<file path="config.mk">
export PLATFORM = sky130hd
export DESIGN_NAME = cod_core
export DESIGN_NICKNAME = d
export VERILOG_FILES = /design/src/rtl/cod_pkg.sv /design/src/rtl/cod_dec_if.sv /design/src/rtl/cod_core.sv /design/src/rtl/cod_decoder.sv
export SDC_FILE = /design/constraint.sdc
export NUM_CORES = 1
export LEC_CHECK = 0
export BUFFER_PORTS_ARGS = -buffer_cell sky130_fd_sc_hd__buf_4
export CAP_MARGIN = 10
export CORE_ASPECT_RATIO = 1.4
export CORE_MARGIN = 5
export CORE_UTILIZATION = 65
export CTS_BUF_LIST = sky130_fd_sc_hd__clkbuf_4
export CTS_CLUSTER_DIAMETER = 50
export DETAILED_ROUTE_END_ITERATION = 8
export PLACE_DENSITY = 0.83
export SETUP_SLACK_MARGIN = 0.05
export SYNTH_ARGS = -nofsm -noshare
export SYNTH_HDL_FRONTEND = slang
export SYNTH_SLANG_ARGS = --single-unit
</file>
<file path="constraint.sdc">
create_clock -name sys_clk -period 5 [get_ports sys_clk]
set_input_delay 1 -clock sys_clk [delete_from_list [all_inputs] [get_ports sys_clk]]
set_output_delay 1 -clock sys_clk [all_outputs]
set_load 0.05 [all_outputs]
</file>
<file path="src/rtl/cod_pkg.sv">
// Shared types and constants of the opcode decode and bus-cycle sequencer
// What this block does
// - Opcode 94 loads the stack pointer with index pair minus one in two cycles.
// - Opcode 8F clears the interrupt mask and halts until an interrupt arrives.
// - A free cycle lasts one clock, uses no bus, and shows as a read.
// - Program fetch reads the next instruction byte and advances the program counter.
// - Vector read fetches from the top page, high byte before low byte.
// - Push writes one byte at the stack pointer then decrements it.
// - Branch target is next instruction address plus a signed byte offset.
// - Direct mode uses one operand byte as low address, high half zero.
// - Extended mode takes a full 16-bit address from two operand bytes.
// - Byte-offset indexed mode adds a zero-extended byte to the index pair.
// - Word-offset indexed mode adds a 16-bit offset to the index pair.
// - Post-increment mode reads at the index pair, then increments it.
// - Byte-offset post-increment reads at index plus offset, then increments index.
// - Stack-relative modes add an 8-bit or 16-bit offset to the stack pointer.
// - Bit instructions pick bit 0 to 7 with a 3-bit opcode field.
package cod_pkg;
	typedef enum logic [3:0] {
		COD_OP_ILL, COD_OP_PRE, COD_OP_TXS, COD_OP_WAIT, COD_OP_BRA, COD_OP_BRN,
		COD_OP_LDA, COD_OP_STA, COD_OP_BSET, COD_OP_BCLR, COD_OP_CBEQ
	} cod_op_t;
	typedef enum logic [3:0] {
		COD_NO_OPERAND_MODE, COD_IMM, COD_DIR, COD_FULL_ADDRESS_MODE, COD_IX,
		COD_INDEXED_BYTE_OFFSET, COD_INDEXED_WORD_OFFSET, COD_INDEXED_POSTINC,
		COD_INDEXED_BYTE_OFFSET_POSTINC, COD_STACK_BYTE_OFFSET, COD_STACK_WORD_OFFSET,
		COD_REL
	} cod_mode_t;
	typedef struct packed {
		cod_op_t   op;
		cod_mode_t mode;
		logic [1:0] nopr;
		logic [2:0] len;
		logic [3:0] cycles;
	} cod_dec_t;
	typedef enum logic [2:0] {
		COD_CYC_PROG, COD_CYC_READ, COD_CYC_WRITE, COD_CYC_FREE,
		COD_CYC_PUSH, COD_CYC_VEC, COD_CYC_IDLE
	} cod_cyc_t;
	typedef enum logic [3:0] {
		COD_S_FETCH, COD_S_PRE, COD_S_OP1, COD_S_OP2, COD_S_RD, COD_S_WR, COD_S_REL,
		COD_S_FREE, COD_S_PUSH, COD_S_VH, COD_S_VL, COD_S_WAIT
	} cod_state_t;
	localparam logic [7:0]  COD_OPC_PREFIX  = 8'h9E;
	localparam logic [7:0]  COD_FLAGS_RST   = 8'h68;
	localparam int          COD_FLAG_I      = 3;
	localparam int          COD_FLAG_N      = 2;
	localparam int          COD_FLAG_Z      = 1;
	localparam logic [15:0] COD_SP_RST      = 16'h00FF;
	localparam logic [15:0] COD_VEC_RESET   = 16'hFFFE;
	localparam logic [15:0] COD_VEC_IRQ     = 16'hFFFA;
	localparam logic [7:0]  COD_TOP_PAGE    = 8'hFF;
	localparam logic [2:0]  COD_PUSH_LAST   = 3'h4;
endpackage

</file>
<file path="src/rtl/cod_dec_if.sv">
// Carrier between the sequencer and its opcode decoder
interface cod_dec_if;
	logic             [7:0] opcode;
	logic                   prefixed;
	cod_pkg::cod_dec_t      info;
	modport dec (input opcode, input prefixed, output info);
	modport seq (output opcode, output prefixed, input info);
endinterface

</file>
<file path="src/rtl/cod_core.sv">
// Instruction sequencer: fetch, addressing, stack, vector and wait handling
module cod_core (
	input  wire logic              sys_clk,
	input  wire logic              nrst,
	input  wire logic              irq_req,
	input  wire logic [7:0]        bus_rdata,
	output logic      [15:0]       bus_addr,
	output logic      [7:0]        bus_wdata,
	output logic                   bus_rd,
	output logic                   bus_wr,
	output cod_pkg::cod_cyc_t      cycle_kind,
	output logic      [7:0]        condition_flags,
	output logic                   wait_halted,
	output logic                   irq_ack,
	output logic      [3:0]        instr_cycles
);
	cod_dec_if dif ();
	cod_decoder i_cod_decoder (.d(dif));

	cod_pkg::cod_state_t state_q;
	cod_pkg::cod_dec_t   info_q;
	logic [15:0] pc_q;
	logic [15:0] sp_q;
	logic [7:0]  a_q;
	logic [7:0]  h_q;
	logic [7:0]  x_q;
	logic [7:0]  ccr_q;
	logic [7:0]  b1_q;
	logic [7:0]  b2_q;
	logic [7:0]  tmp_q;
	logic [2:0]  bit_q;
	logic [2:0]  push_q;
	logic        vec_rst_q;
	logic [15:0] hx;
	logic [15:0] ea;
	logic        irq_take;
	logic        br_take;
	logic [15:0] rel_tgt;
	logic [7:0]  push_byte;

	assign hx       = {h_q, x_q};
	assign irq_take = (state_q == cod_pkg::COD_S_FETCH) && irq_req && !ccr_q[cod_pkg::COD_FLAG_I];
	assign dif.opcode   = bus_rdata;
	assign dif.prefixed = (state_q == cod_pkg::COD_S_PRE);

	function automatic logic [15:0] cod_zx(input logic [7:0] v);
		return {8'h00, v};
	endfunction

	function automatic cod_pkg::cod_state_t cod_dispatch(input cod_pkg::cod_dec_t i);
		case (i.op)
		cod_pkg::COD_OP_PRE:  return cod_pkg::COD_S_PRE;
		cod_pkg::COD_OP_TXS,
		cod_pkg::COD_OP_WAIT: return cod_pkg::COD_S_FREE;
		cod_pkg::COD_OP_BRA,
		cod_pkg::COD_OP_BRN:  return cod_pkg::COD_S_REL;
		cod_pkg::COD_OP_ILL:  return cod_pkg::COD_S_FETCH;
		default: begin
			if (i.nopr != 2'h0) return cod_pkg::COD_S_OP1;
			return (i.op == cod_pkg::COD_OP_STA) ? cod_pkg::COD_S_WR : cod_pkg::COD_S_RD;
		end
		endcase
	endfunction

	// Effective address from operand bytes; b1 is the high byte of two-byte operands
	always_comb begin
		case (info_q.mode)
		cod_pkg::COD_DIR:                         ea = cod_zx(b1_q);
		cod_pkg::COD_FULL_ADDRESS_MODE:           ea = {b1_q, b2_q};
		cod_pkg::COD_INDEXED_BYTE_OFFSET:         ea = hx + cod_zx(b1_q);
		cod_pkg::COD_INDEXED_WORD_OFFSET:         ea = hx + {b1_q, b2_q};
		cod_pkg::COD_INDEXED_BYTE_OFFSET_POSTINC: ea = hx + cod_zx(b1_q);
		cod_pkg::COD_STACK_BYTE_OFFSET:           ea = sp_q + cod_zx(b1_q);
		cod_pkg::COD_STACK_WORD_OFFSET:           ea = sp_q + {b1_q, b2_q};
		default:                                  ea = hx;
		endcase
	end

	// Offset counts from the byte after the rel byte itself
	assign rel_tgt = pc_q + 16'h0001 + {{8{bus_rdata[7]}}, bus_rdata};
	assign br_take = (info_q.op == cod_pkg::COD_OP_BRA)
		|| ((info_q.op == cod_pkg::COD_OP_CBEQ) && (a_q == tmp_q));

	always_comb begin
		case (push_q)
		3'h0:    push_byte = pc_q[7:0];
		3'h1:    push_byte = pc_q[15:8];
		3'h2:    push_byte = x_q;
		3'h3:    push_byte = a_q;
		default: push_byte = ccr_q;
		endcase
	end

	// Bus presentation; free cycles and the idle wait show as reads
	always_comb begin
		bus_addr   = pc_q;
		bus_wdata  = 8'h00;
		bus_rd     = 1'b1;
		bus_wr     = 1'b0;
		cycle_kind = cod_pkg::COD_CYC_PROG;
		case (state_q)
		cod_pkg::COD_S_RD: begin
			bus_addr   = ea;
			cycle_kind = cod_pkg::COD_CYC_READ;
		end
		cod_pkg::COD_S_WR: begin
			bus_addr   = ea;
			bus_rd     = 1'b0;
			bus_wr     = 1'b1;
			bus_wdata  = (info_q.op == cod_pkg::COD_OP_STA) ? a_q : tmp_q;
			cycle_kind = cod_pkg::COD_CYC_WRITE;
		end
		cod_pkg::COD_S_FREE: cycle_kind = cod_pkg::COD_CYC_FREE;
		cod_pkg::COD_S_WAIT: cycle_kind = cod_pkg::COD_CYC_IDLE;
		cod_pkg::COD_S_PUSH: begin
			bus_addr   = sp_q;
			bus_rd     = 1'b0;
			bus_wr     = 1'b1;
			bus_wdata  = push_byte;
			cycle_kind = cod_pkg::COD_CYC_PUSH;
		end
		cod_pkg::COD_S_VH: begin
			bus_addr   = vec_rst_q ? cod_pkg::COD_VEC_RESET : cod_pkg::COD_VEC_IRQ;
			cycle_kind = cod_pkg::COD_CYC_VEC;
		end
		cod_pkg::COD_S_VL: begin
			bus_addr   = (vec_rst_q ? cod_pkg::COD_VEC_RESET : cod_pkg::COD_VEC_IRQ) + 16'h0001;
			cycle_kind = cod_pkg::COD_CYC_VEC;
		end
		default: ;
		endcase
	end

	assign condition_flags = ccr_q;
	assign wait_halted     = (state_q == cod_pkg::COD_S_WAIT);
	assign irq_ack         = (state_q == cod_pkg::COD_S_VH) && !vec_rst_q;
	assign instr_cycles    = info_q.cycles;

	// Sequencing of bus cycle kinds
	always_ff @(posedge sys_clk) begin
		if (!nrst) begin
			state_q <= cod_pkg::COD_S_VH;
		end else begin
			case (state_q)
			cod_pkg::COD_S_FETCH: state_q <= irq_take ? cod_pkg::COD_S_PUSH : cod_dispatch(dif.info);
			cod_pkg::COD_S_PRE:   state_q <= cod_dispatch(dif.info);
			cod_pkg::COD_S_OP1: begin
				if (info_q.nopr == 2'h2) state_q <= cod_pkg::COD_S_OP2;
				else if (info_q.mode == cod_pkg::COD_IMM) state_q <= cod_pkg::COD_S_FETCH;
				else if (info_q.op == cod_pkg::COD_OP_STA) state_q <= cod_pkg::COD_S_WR;
				else state_q <= cod_pkg::COD_S_RD;
			end
			cod_pkg::COD_S_OP2: state_q <= (info_q.op == cod_pkg::COD_OP_STA)
				? cod_pkg::COD_S_WR : cod_pkg::COD_S_RD;
			cod_pkg::COD_S_RD: begin
				case (info_q.op)
				cod_pkg::COD_OP_CBEQ: state_q <= cod_pkg::COD_S_REL;
				cod_pkg::COD_OP_LDA:  state_q <= cod_pkg::COD_S_FETCH;
				default:              state_q <= cod_pkg::COD_S_WR;
				endcase
			end
			cod_pkg::COD_S_FREE: state_q <= (info_q.op == cod_pkg::COD_OP_WAIT)
				? cod_pkg::COD_S_WAIT : cod_pkg::COD_S_FETCH;
			cod_pkg::COD_S_WAIT: state_q <= irq_req ? cod_pkg::COD_S_PUSH : cod_pkg::COD_S_WAIT;
			cod_pkg::COD_S_PUSH: state_q <= (push_q == cod_pkg::COD_PUSH_LAST)
				? cod_pkg::COD_S_VH : cod_pkg::COD_S_PUSH;
			cod_pkg::COD_S_VH:   state_q <= cod_pkg::COD_S_VL;
			default:             state_q <= cod_pkg::COD_S_FETCH;
			endcase
		end
	end

	// Decode capture and operand bytes
	always_ff @(posedge sys_clk) begin
		if (!nrst) begin
			info_q <= '{cod_pkg::COD_OP_ILL, cod_pkg::COD_NO_OPERAND_MODE, 2'h0, 3'h1, 4'h1};
			b1_q   <= 8'h00;
			b2_q   <= 8'h00;
			bit_q  <= 3'h0;
		end else begin
			if ((state_q == cod_pkg::COD_S_FETCH && !irq_take) || state_q == cod_pkg::COD_S_PRE) begin
				info_q <= dif.info;
				bit_q  <= bus_rdata[3:1];
			end
			if (state_q == cod_pkg::COD_S_OP1) b1_q <= bus_rdata;
			if (state_q == cod_pkg::COD_S_OP2) b2_q <= bus_rdata;
		end
	end

	// Program counter
	always_ff @(posedge sys_clk) begin
		if (!nrst) begin
			pc_q <= 16'h0000;
		end else begin
			case (state_q)
			cod_pkg::COD_S_FETCH: if (!irq_take) pc_q <= pc_q + 16'h0001;
			cod_pkg::COD_S_PRE,
			cod_pkg::COD_S_OP1,
			cod_pkg::COD_S_OP2:   pc_q <= pc_q + 16'h0001;
			cod_pkg::COD_S_REL:   pc_q <= br_take ? rel_tgt : pc_q + 16'h0001;
			cod_pkg::COD_S_VH:    pc_q[15:8] <= bus_rdata;
			cod_pkg::COD_S_VL:    pc_q[7:0] <= bus_rdata;
			default: ;
			endcase
		end
	end

	// Stack pointer and push counter
	always_ff @(posedge sys_clk) begin
		if (!nrst) begin
			sp_q      <= cod_pkg::COD_SP_RST;
			push_q    <= 3'h0;
			vec_rst_q <= 1'b1;
		end else begin
			if (state_q == cod_pkg::COD_S_FREE && info_q.op == cod_pkg::COD_OP_TXS)
				sp_q <= hx - 16'h0001;
			if (state_q == cod_pkg::COD_S_PUSH) begin
				sp_q   <= sp_q - 16'h0001;
				push_q <= push_q + 3'h1;
			end else begin
				push_q <= 3'h0;
			end
			if (state_q == cod_pkg::COD_S_VL) vec_rst_q <= 1'b0;
		end
	end

	// Accumulator, index pair, flags, read-modify-write byte
	always_ff @(posedge sys_clk) begin
		if (!nrst) begin
			a_q   <= 8'h00;
			h_q   <= 8'h00;
			x_q   <= 8'h00;
			ccr_q <= cod_pkg::COD_FLAGS_RST;
			tmp_q <= 8'h00;
		end else begin
			if ((state_q == cod_pkg::COD_S_OP1 && info_q.mode == cod_pkg::COD_IMM)
				|| (state_q == cod_pkg::COD_S_RD && info_q.op == cod_pkg::COD_OP_LDA)) begin
				a_q <= bus_rdata;
				ccr_q[cod_pkg::COD_FLAG_N] <= bus_rdata[7];
				ccr_q[cod_pkg::COD_FLAG_Z] <= (bus_rdata == 8'h00);
			end
			if (state_q == cod_pkg::COD_S_RD) begin
				case (info_q.op)
				cod_pkg::COD_OP_BSET: tmp_q <= bus_rdata | (8'h01 << bit_q);
				cod_pkg::COD_OP_BCLR: tmp_q <= bus_rdata & ~(8'h01 << bit_q);
				cod_pkg::COD_OP_CBEQ: begin
					tmp_q      <= bus_rdata;
					{h_q, x_q} <= hx + 16'h0001;
				end
				default: ;
				endcase
			end
			if (state_q == cod_pkg::COD_S_FREE && info_q.op == cod_pkg::COD_OP_WAIT)
				ccr_q[cod_pkg::COD_FLAG_I] <= 1'b0;
			if (state_q == cod_pkg::COD_S_VH) ccr_q[cod_pkg::COD_FLAG_I] <= 1'b1;
		end
	end
endmodule

</file>
<file path="src/rtl/cod_decoder.sv">
// Opcode to operation, addressing mode, length and cycle count
module cod_decoder (
	cod_dec_if.dec d
);
	always_comb begin
		d.info = '{cod_pkg::COD_OP_ILL, cod_pkg::COD_NO_OPERAND_MODE, 2'h0, 3'h1, 4'h1};
		if (d.prefixed) begin
			case (d.opcode)
			8'hE6: d.info = '{cod_pkg::COD_OP_LDA, cod_pkg::COD_STACK_BYTE_OFFSET, 2'h1, 3'h3, 4'h4};
			8'hD6: d.info = '{cod_pkg::COD_OP_LDA, cod_pkg::COD_STACK_WORD_OFFSET, 2'h2, 3'h4, 4'h5};
			8'hE7: d.info = '{cod_pkg::COD_OP_STA, cod_pkg::COD_STACK_BYTE_OFFSET, 2'h1, 3'h3, 4'h4};
			8'hD7: d.info = '{cod_pkg::COD_OP_STA, cod_pkg::COD_STACK_WORD_OFFSET, 2'h2, 3'h4, 4'h5};
			default: ;
			endcase
		end else begin
			case (d.opcode)
			8'h9E: d.info = '{cod_pkg::COD_OP_PRE, cod_pkg::COD_NO_OPERAND_MODE, 2'h0, 3'h1, 4'h1};
			8'h94: d.info = '{cod_pkg::COD_OP_TXS, cod_pkg::COD_NO_OPERAND_MODE, 2'h0, 3'h1, 4'h2};
			8'h8F: d.info = '{cod_pkg::COD_OP_WAIT, cod_pkg::COD_NO_OPERAND_MODE, 2'h0, 3'h1, 4'h2};
			8'h20: d.info = '{cod_pkg::COD_OP_BRA, cod_pkg::COD_REL, 2'h0, 3'h2, 4'h3};
			8'h21: d.info = '{cod_pkg::COD_OP_BRN, cod_pkg::COD_REL, 2'h0, 3'h2, 4'h3};
			8'hA6: d.info = '{cod_pkg::COD_OP_LDA, cod_pkg::COD_IMM, 2'h1, 3'h2, 4'h2};
			8'hB6: d.info = '{cod_pkg::COD_OP_LDA, cod_pkg::COD_DIR, 2'h1, 3'h2, 4'h3};
			8'hC6: d.info = '{cod_pkg::COD_OP_LDA, cod_pkg::COD_FULL_ADDRESS_MODE, 2'h2, 3'h3, 4'h4};
			8'hD6: d.info = '{cod_pkg::COD_OP_LDA, cod_pkg::COD_INDEXED_WORD_OFFSET, 2'h2, 3'h3, 4'h4};
			8'hE6: d.info = '{cod_pkg::COD_OP_LDA, cod_pkg::COD_INDEXED_BYTE_OFFSET, 2'h1, 3'h2, 4'h3};
			8'hF6: d.info = '{cod_pkg::COD_OP_LDA, cod_pkg::COD_IX, 2'h0, 3'h1, 4'h3};
			8'hB7: d.info = '{cod_pkg::COD_OP_STA, cod_pkg::COD_DIR, 2'h1, 3'h2, 4'h3};
			8'hC7: d.info = '{cod_pkg::COD_OP_STA, cod_pkg::COD_FULL_ADDRESS_MODE, 2'h2, 3'h3, 4'h4};
			8'hD7: d.info = '{cod_pkg::COD_OP_STA, cod_pkg::COD_INDEXED_WORD_OFFSET, 2'h2, 3'h3, 4'h4};
			8'hE7: d.info = '{cod_pkg::COD_OP_STA, cod_pkg::COD_INDEXED_BYTE_OFFSET, 2'h1, 3'h2, 4'h3};
			8'hF7: d.info = '{cod_pkg::COD_OP_STA, cod_pkg::COD_IX, 2'h0, 3'h1, 4'h2};
			8'h71: d.info = '{cod_pkg::COD_OP_CBEQ, cod_pkg::COD_INDEXED_POSTINC, 2'h0, 3'h2, 4'h5};
			8'h61: d.info = '{cod_pkg::COD_OP_CBEQ, cod_pkg::COD_INDEXED_BYTE_OFFSET_POSTINC,
				2'h1, 3'h3, 4'h5};
			default: begin
				if (d.opcode[7:4] == 4'h1) begin
					d.info = '{d.opcode[0] ? cod_pkg::COD_OP_BCLR : cod_pkg::COD_OP_BSET,
						cod_pkg::COD_DIR, 2'h1, 3'h2, 4'h5};
				end
			end
			endcase
		end
	end
endmodule

</file>
==> flow_summary.ini <==
[status]
outcome = complete, no violations

[finish]
stdcell_count = 1559
area_growth_pct = 9.428
drive_gt1_share_pct = 13.03
fillCellCount = 1295
nNetsFinal = 1428
postLayoutCoreUtil_pct = 72.09

[critical_path]
arrival_ns = 3.94
endpoint_kind = output port
required_ns = 4.00
worstSetupPathType = register to output port
worst-path-max-fanout = 8
cp-start-kind = register

[route]
viasPerCell = 7.067
wl_met2_um = 15900
route.met3.wl_um = 3306
routed_wl_um = 34420
via_count = 11020
wirelength_met1_um = 12220
detail_route.first_pass.iterations = 8
highest_layer = met4
antenna_left = 0
drt-initial-drc-count = 1595
wl_per_cell_um = 22.08
drc = 0

[logic_synthesis]
synth_compound_gate_area_share_pct = 29.76
synth_fa_ha_area_share_pct = 7.325
synth_edf_count = 0
syn_avg_cell_area_um2 = 7.276
synth_xor_area_share_pct = 6.387
synth_area_um2 = 9873
yosysWarningCount = 0
synthMuxAreaShare_pct = 4.575
ys.flop_type = dfxtp_1
syn_inst = 1357
async_flop_share_pct = 0
ys_types = 83
synth_top_family_by_area = compound AO/OA/AOI/OAI gates
ys_seq_area_share_pct = 21.49
yosys.area_share.simple_pct = 24.70
synth_seq_cells = 106

[grt]
grt_antenna_before_repair = 1
grt_max_degree = 45
grt_pass1_vias = 10320
grt_usage_pct = 38.33
overflow = 0
grt_pass1_wl_um = 54340

[timing]
drv_slew = 0
worst_slew_pin_slew_ns = 1.251
max_freq_mhz = 202.5
hold_violations = 0
setup-tns-final_ns = 0
relSlewSlack_pct = 15.96
grt_setup_unrepaired = true
clock_skew_ns = 0.02206
period_needed_ns = 4.939
post-route-period-util_pct = 98.78
worst_slack_ns = 0.06089
setup_viol = 0

[floorplan]
die_w_um = 114.2
fp-row-count = 53
io_pins = 54
die_area_um2 = 17790
fp.dieH_um = 155.8
initial_core_util_pct = 65.88
core_um2 = 14990

[pwr]
p_int_mw = 1.408
sw_frac_of_total_pct = 43.71
comb_power_share_pct = 41.2
switchingPower_mw = 1.094
power_frac_seq_pct = 39.9
power.leakage_nw = 4.217
vdd_drop_max_mv = 0.1834
power.share.clock_pct = 18.9
power_per_cell_area_nw_per_um2 = 231.6

[clock_network]
hold_buffers = 0
clk_latency_ns = 0.51
cts_root_buffer = clkbuf_4
htree_levels = 3
clock-sinks = 106
cts_buffers = 9
clkTransAtPathRegs_ns = 0.15
cts.path.max_buffers = 2
cts_tree = yes

[placement]
numPortBuffers = 47
place_congestion = 1.059
dp.final_hpwl_um = 25080
dp.cells = 1524
pre_cts_ws_ns = 0.1839

[job]
cap_violations = 0

[worst_hold_path]
hold_path.class = register to register
-- worst paths after layout --
| check | from | cells past startpoint | slack (ns) | endpoint |
|---|---|---|---|---|
| hold reg to reg | instr_cycles[1]$_SDFFE_PN0P_ | 2 | 0.48 | instr_cycles[1]$_SDFFE_PN0P_ |
| setup / recovery | info_q[11]$_SDFFE_PN0P_ | 14 | 0.06 | bus_addr[12] |
| hold / removal | instr_cycles[1]$_SDFFE_PN0P_ | 2 | 0.48 | instr_cycles[1]$_SDFFE_PN0P_ |
| setup reg to reg | pc_q[0]$_SDFFE_PN0P_ | 12 | 1.04 | pc_q[15]$_SDFFE_PN0P_ |
-- cell usage after synthesis (all sizes together) (26+ instances only) --
master / instances / area [um2]
ha: 53 / 663.1
inv: 34 / 127.6
xnor2: 47 / 411.6
nand2: 141 / 529.3
clkbuf: 73 / 274.0
o21ai: 95 / 475.5
a21oi: 125 / 636.9
nor3: 32 / 160.2
o22ai: 28 / 175.2
nor2: 143 / 546.8
nand3: 37 / 197.7
dfxtp: 106 / 2122
mux2i: 26 / 260.3
-- power by group through the flow --
stage | Sequential [mW] | Clock, mW | Combinational [mW]
floorplan | 0.953 | 0 | 0.755
global placement | 1.01 | 0 | 0.959
detailed placement | 1.01 | 0 | 0.972
CTS | 0.990 | 0.474 | 0.987
global route | 1.00 | 0.514 | 1.10
finish | 0.999 | 0.472 | 1.03
-- state kept, by name, indices dropped and copies added (netlist names), 4 cells and up --
| register | cells |
|---|---|
| state_q | 4 |
| tmp_q | 8 |
| pc_q | 16 |
| h_q | 8 |
| x_q | 8 |
| b2_q | 8 |
| b1_q | 8 |
| sp_q | 16 |
| info_q | 10 |
| a_q | 8 |
-- worst max-delay path, stage by stage (launching register included) --
cell	delay, ns
dfxtp_4	0.39
nand2b_4	0.15
nor2_2	0.16
buf_6	0.17
mux2_2	0.34
ha_1	0.35
o21ai_0	0.31
a21oi_2	0.10
o2111a_1	0.29
o21a_1	0.21
o21a_1	0.17
o31a_1	0.26
a221oi_2	0.27
o21ai_1	0.10
buf_6	0.18
-- placed cells by master, fill, tap and decap left out, types with 6 or more instances in the layout --
master | netlist | routed
nor2b_1 | 25 | 25
dfxtp_1 | 106 | 102
o21ai_0 | 86 | 77
or3_1 | 12 | 12
a221oi_1 | 25 | 24
or2_2 | 6 | 6
ha_4 | 0 | 6
a211oi_1 | 21 | 19
nand2_1 | 141 | 141
a31oi_1 | 20 | 20
a22oi_1 | 13 | 13
o21ai_1 | 9 | 14
conb_1 | 2 | 6
a21o_1 | 15 | 15
nor2_1 | 141 | 138
clkbuf_4 | 0 | 10
and3_1 | 13 | 13
xor2_1 | 25 | 25
o21a_1 | 14 | 14
nand4_1 | 13 | 13
nor3b_1 | 7 | 6
mux2_2 | 17 | 12
a222oi_1 | 12 | 12
o22ai_1 | 28 | 28
o211ai_1 | 10 | 10
inv_1 | 33 | 32
buf_4 | 12 | 73
a21oi_1 | 124 | 120
nor4_1 | 8 | 8
and2_1 | 14 | 14
xnor2_1 | 47 | 47
ha_1 | 53 | 46
a221o_1 | 7 | 7
nand2b_1 | 21 | 18
buf_6 | 4 | 8
mux2i_1 | 26 | 26
nand3_1 | 36 | 35
nor3_1 | 32 | 31
o311ai_0 | 6 | 6
-- timing repair --
action / in CTS / in global routing
endpoints found under the setup margin: 7 / 9
pin swaps: 8 / 23
setup buffers: 8 / 9
gates resized for setup: 29 / 41
hold endpoints to repair: 0 / 0
cloned: 1 / 0
-- routing by layer --
| metal | up-vias | GRT usage, % |
|---|---|---|
| met2 | 715 | 62.00 |
| met3 | 240 | 6.325 |
| met4 | 0 | 29.26 |
| met5 | - | 0 |
| li1 | 5023 | - |
| met1 | 5040 | 44.94 |
-- final cells by class --
type / instances / area [um2] / share of cell area (%)
Clock inverter: 7 / 73.82 / 0.6833
Sequential cell: 106 / 2135 / 19.76
Antenna cell: 1 / 2.502 / 0.02316
Tap cell: 192 / 240.2 / 2.224
Multi-Input combinational cell: 1126 / 7492 / 69.35
Inverter: 34 / 127.6 / 1.181
Clock buffer: 9 / 67.56 / 0.6254
Timing Repair Buffer: 84 / 665.6 / 6.161
-- cell families after synthesis --
group / count (synthesis)
xor gates and xnor gates: 72
muxes: 43
and+or+nand+nor: 500
AOI/OAI and AO/OA: 449
buffers and inverters: 129
DFF: 106
other: 2
adders and majority gates: 56
-- metrics by stage --
step / total power [mW] / area [um2] / hold slack (ns)
after global placement: 1.966 / 10210 / 0.4560
after CTS: 2.452 / 10540 / 0.4894
after floorplan: 1.708 / 9896 / 0.4332
final: 2.502 / 10800 / 0.4841
after detailed placement: 1.981 / 10210 / 0.4687
after global routing: 2.618 / 10800 / 0.5105
Power figures use the tool's default switching activity.
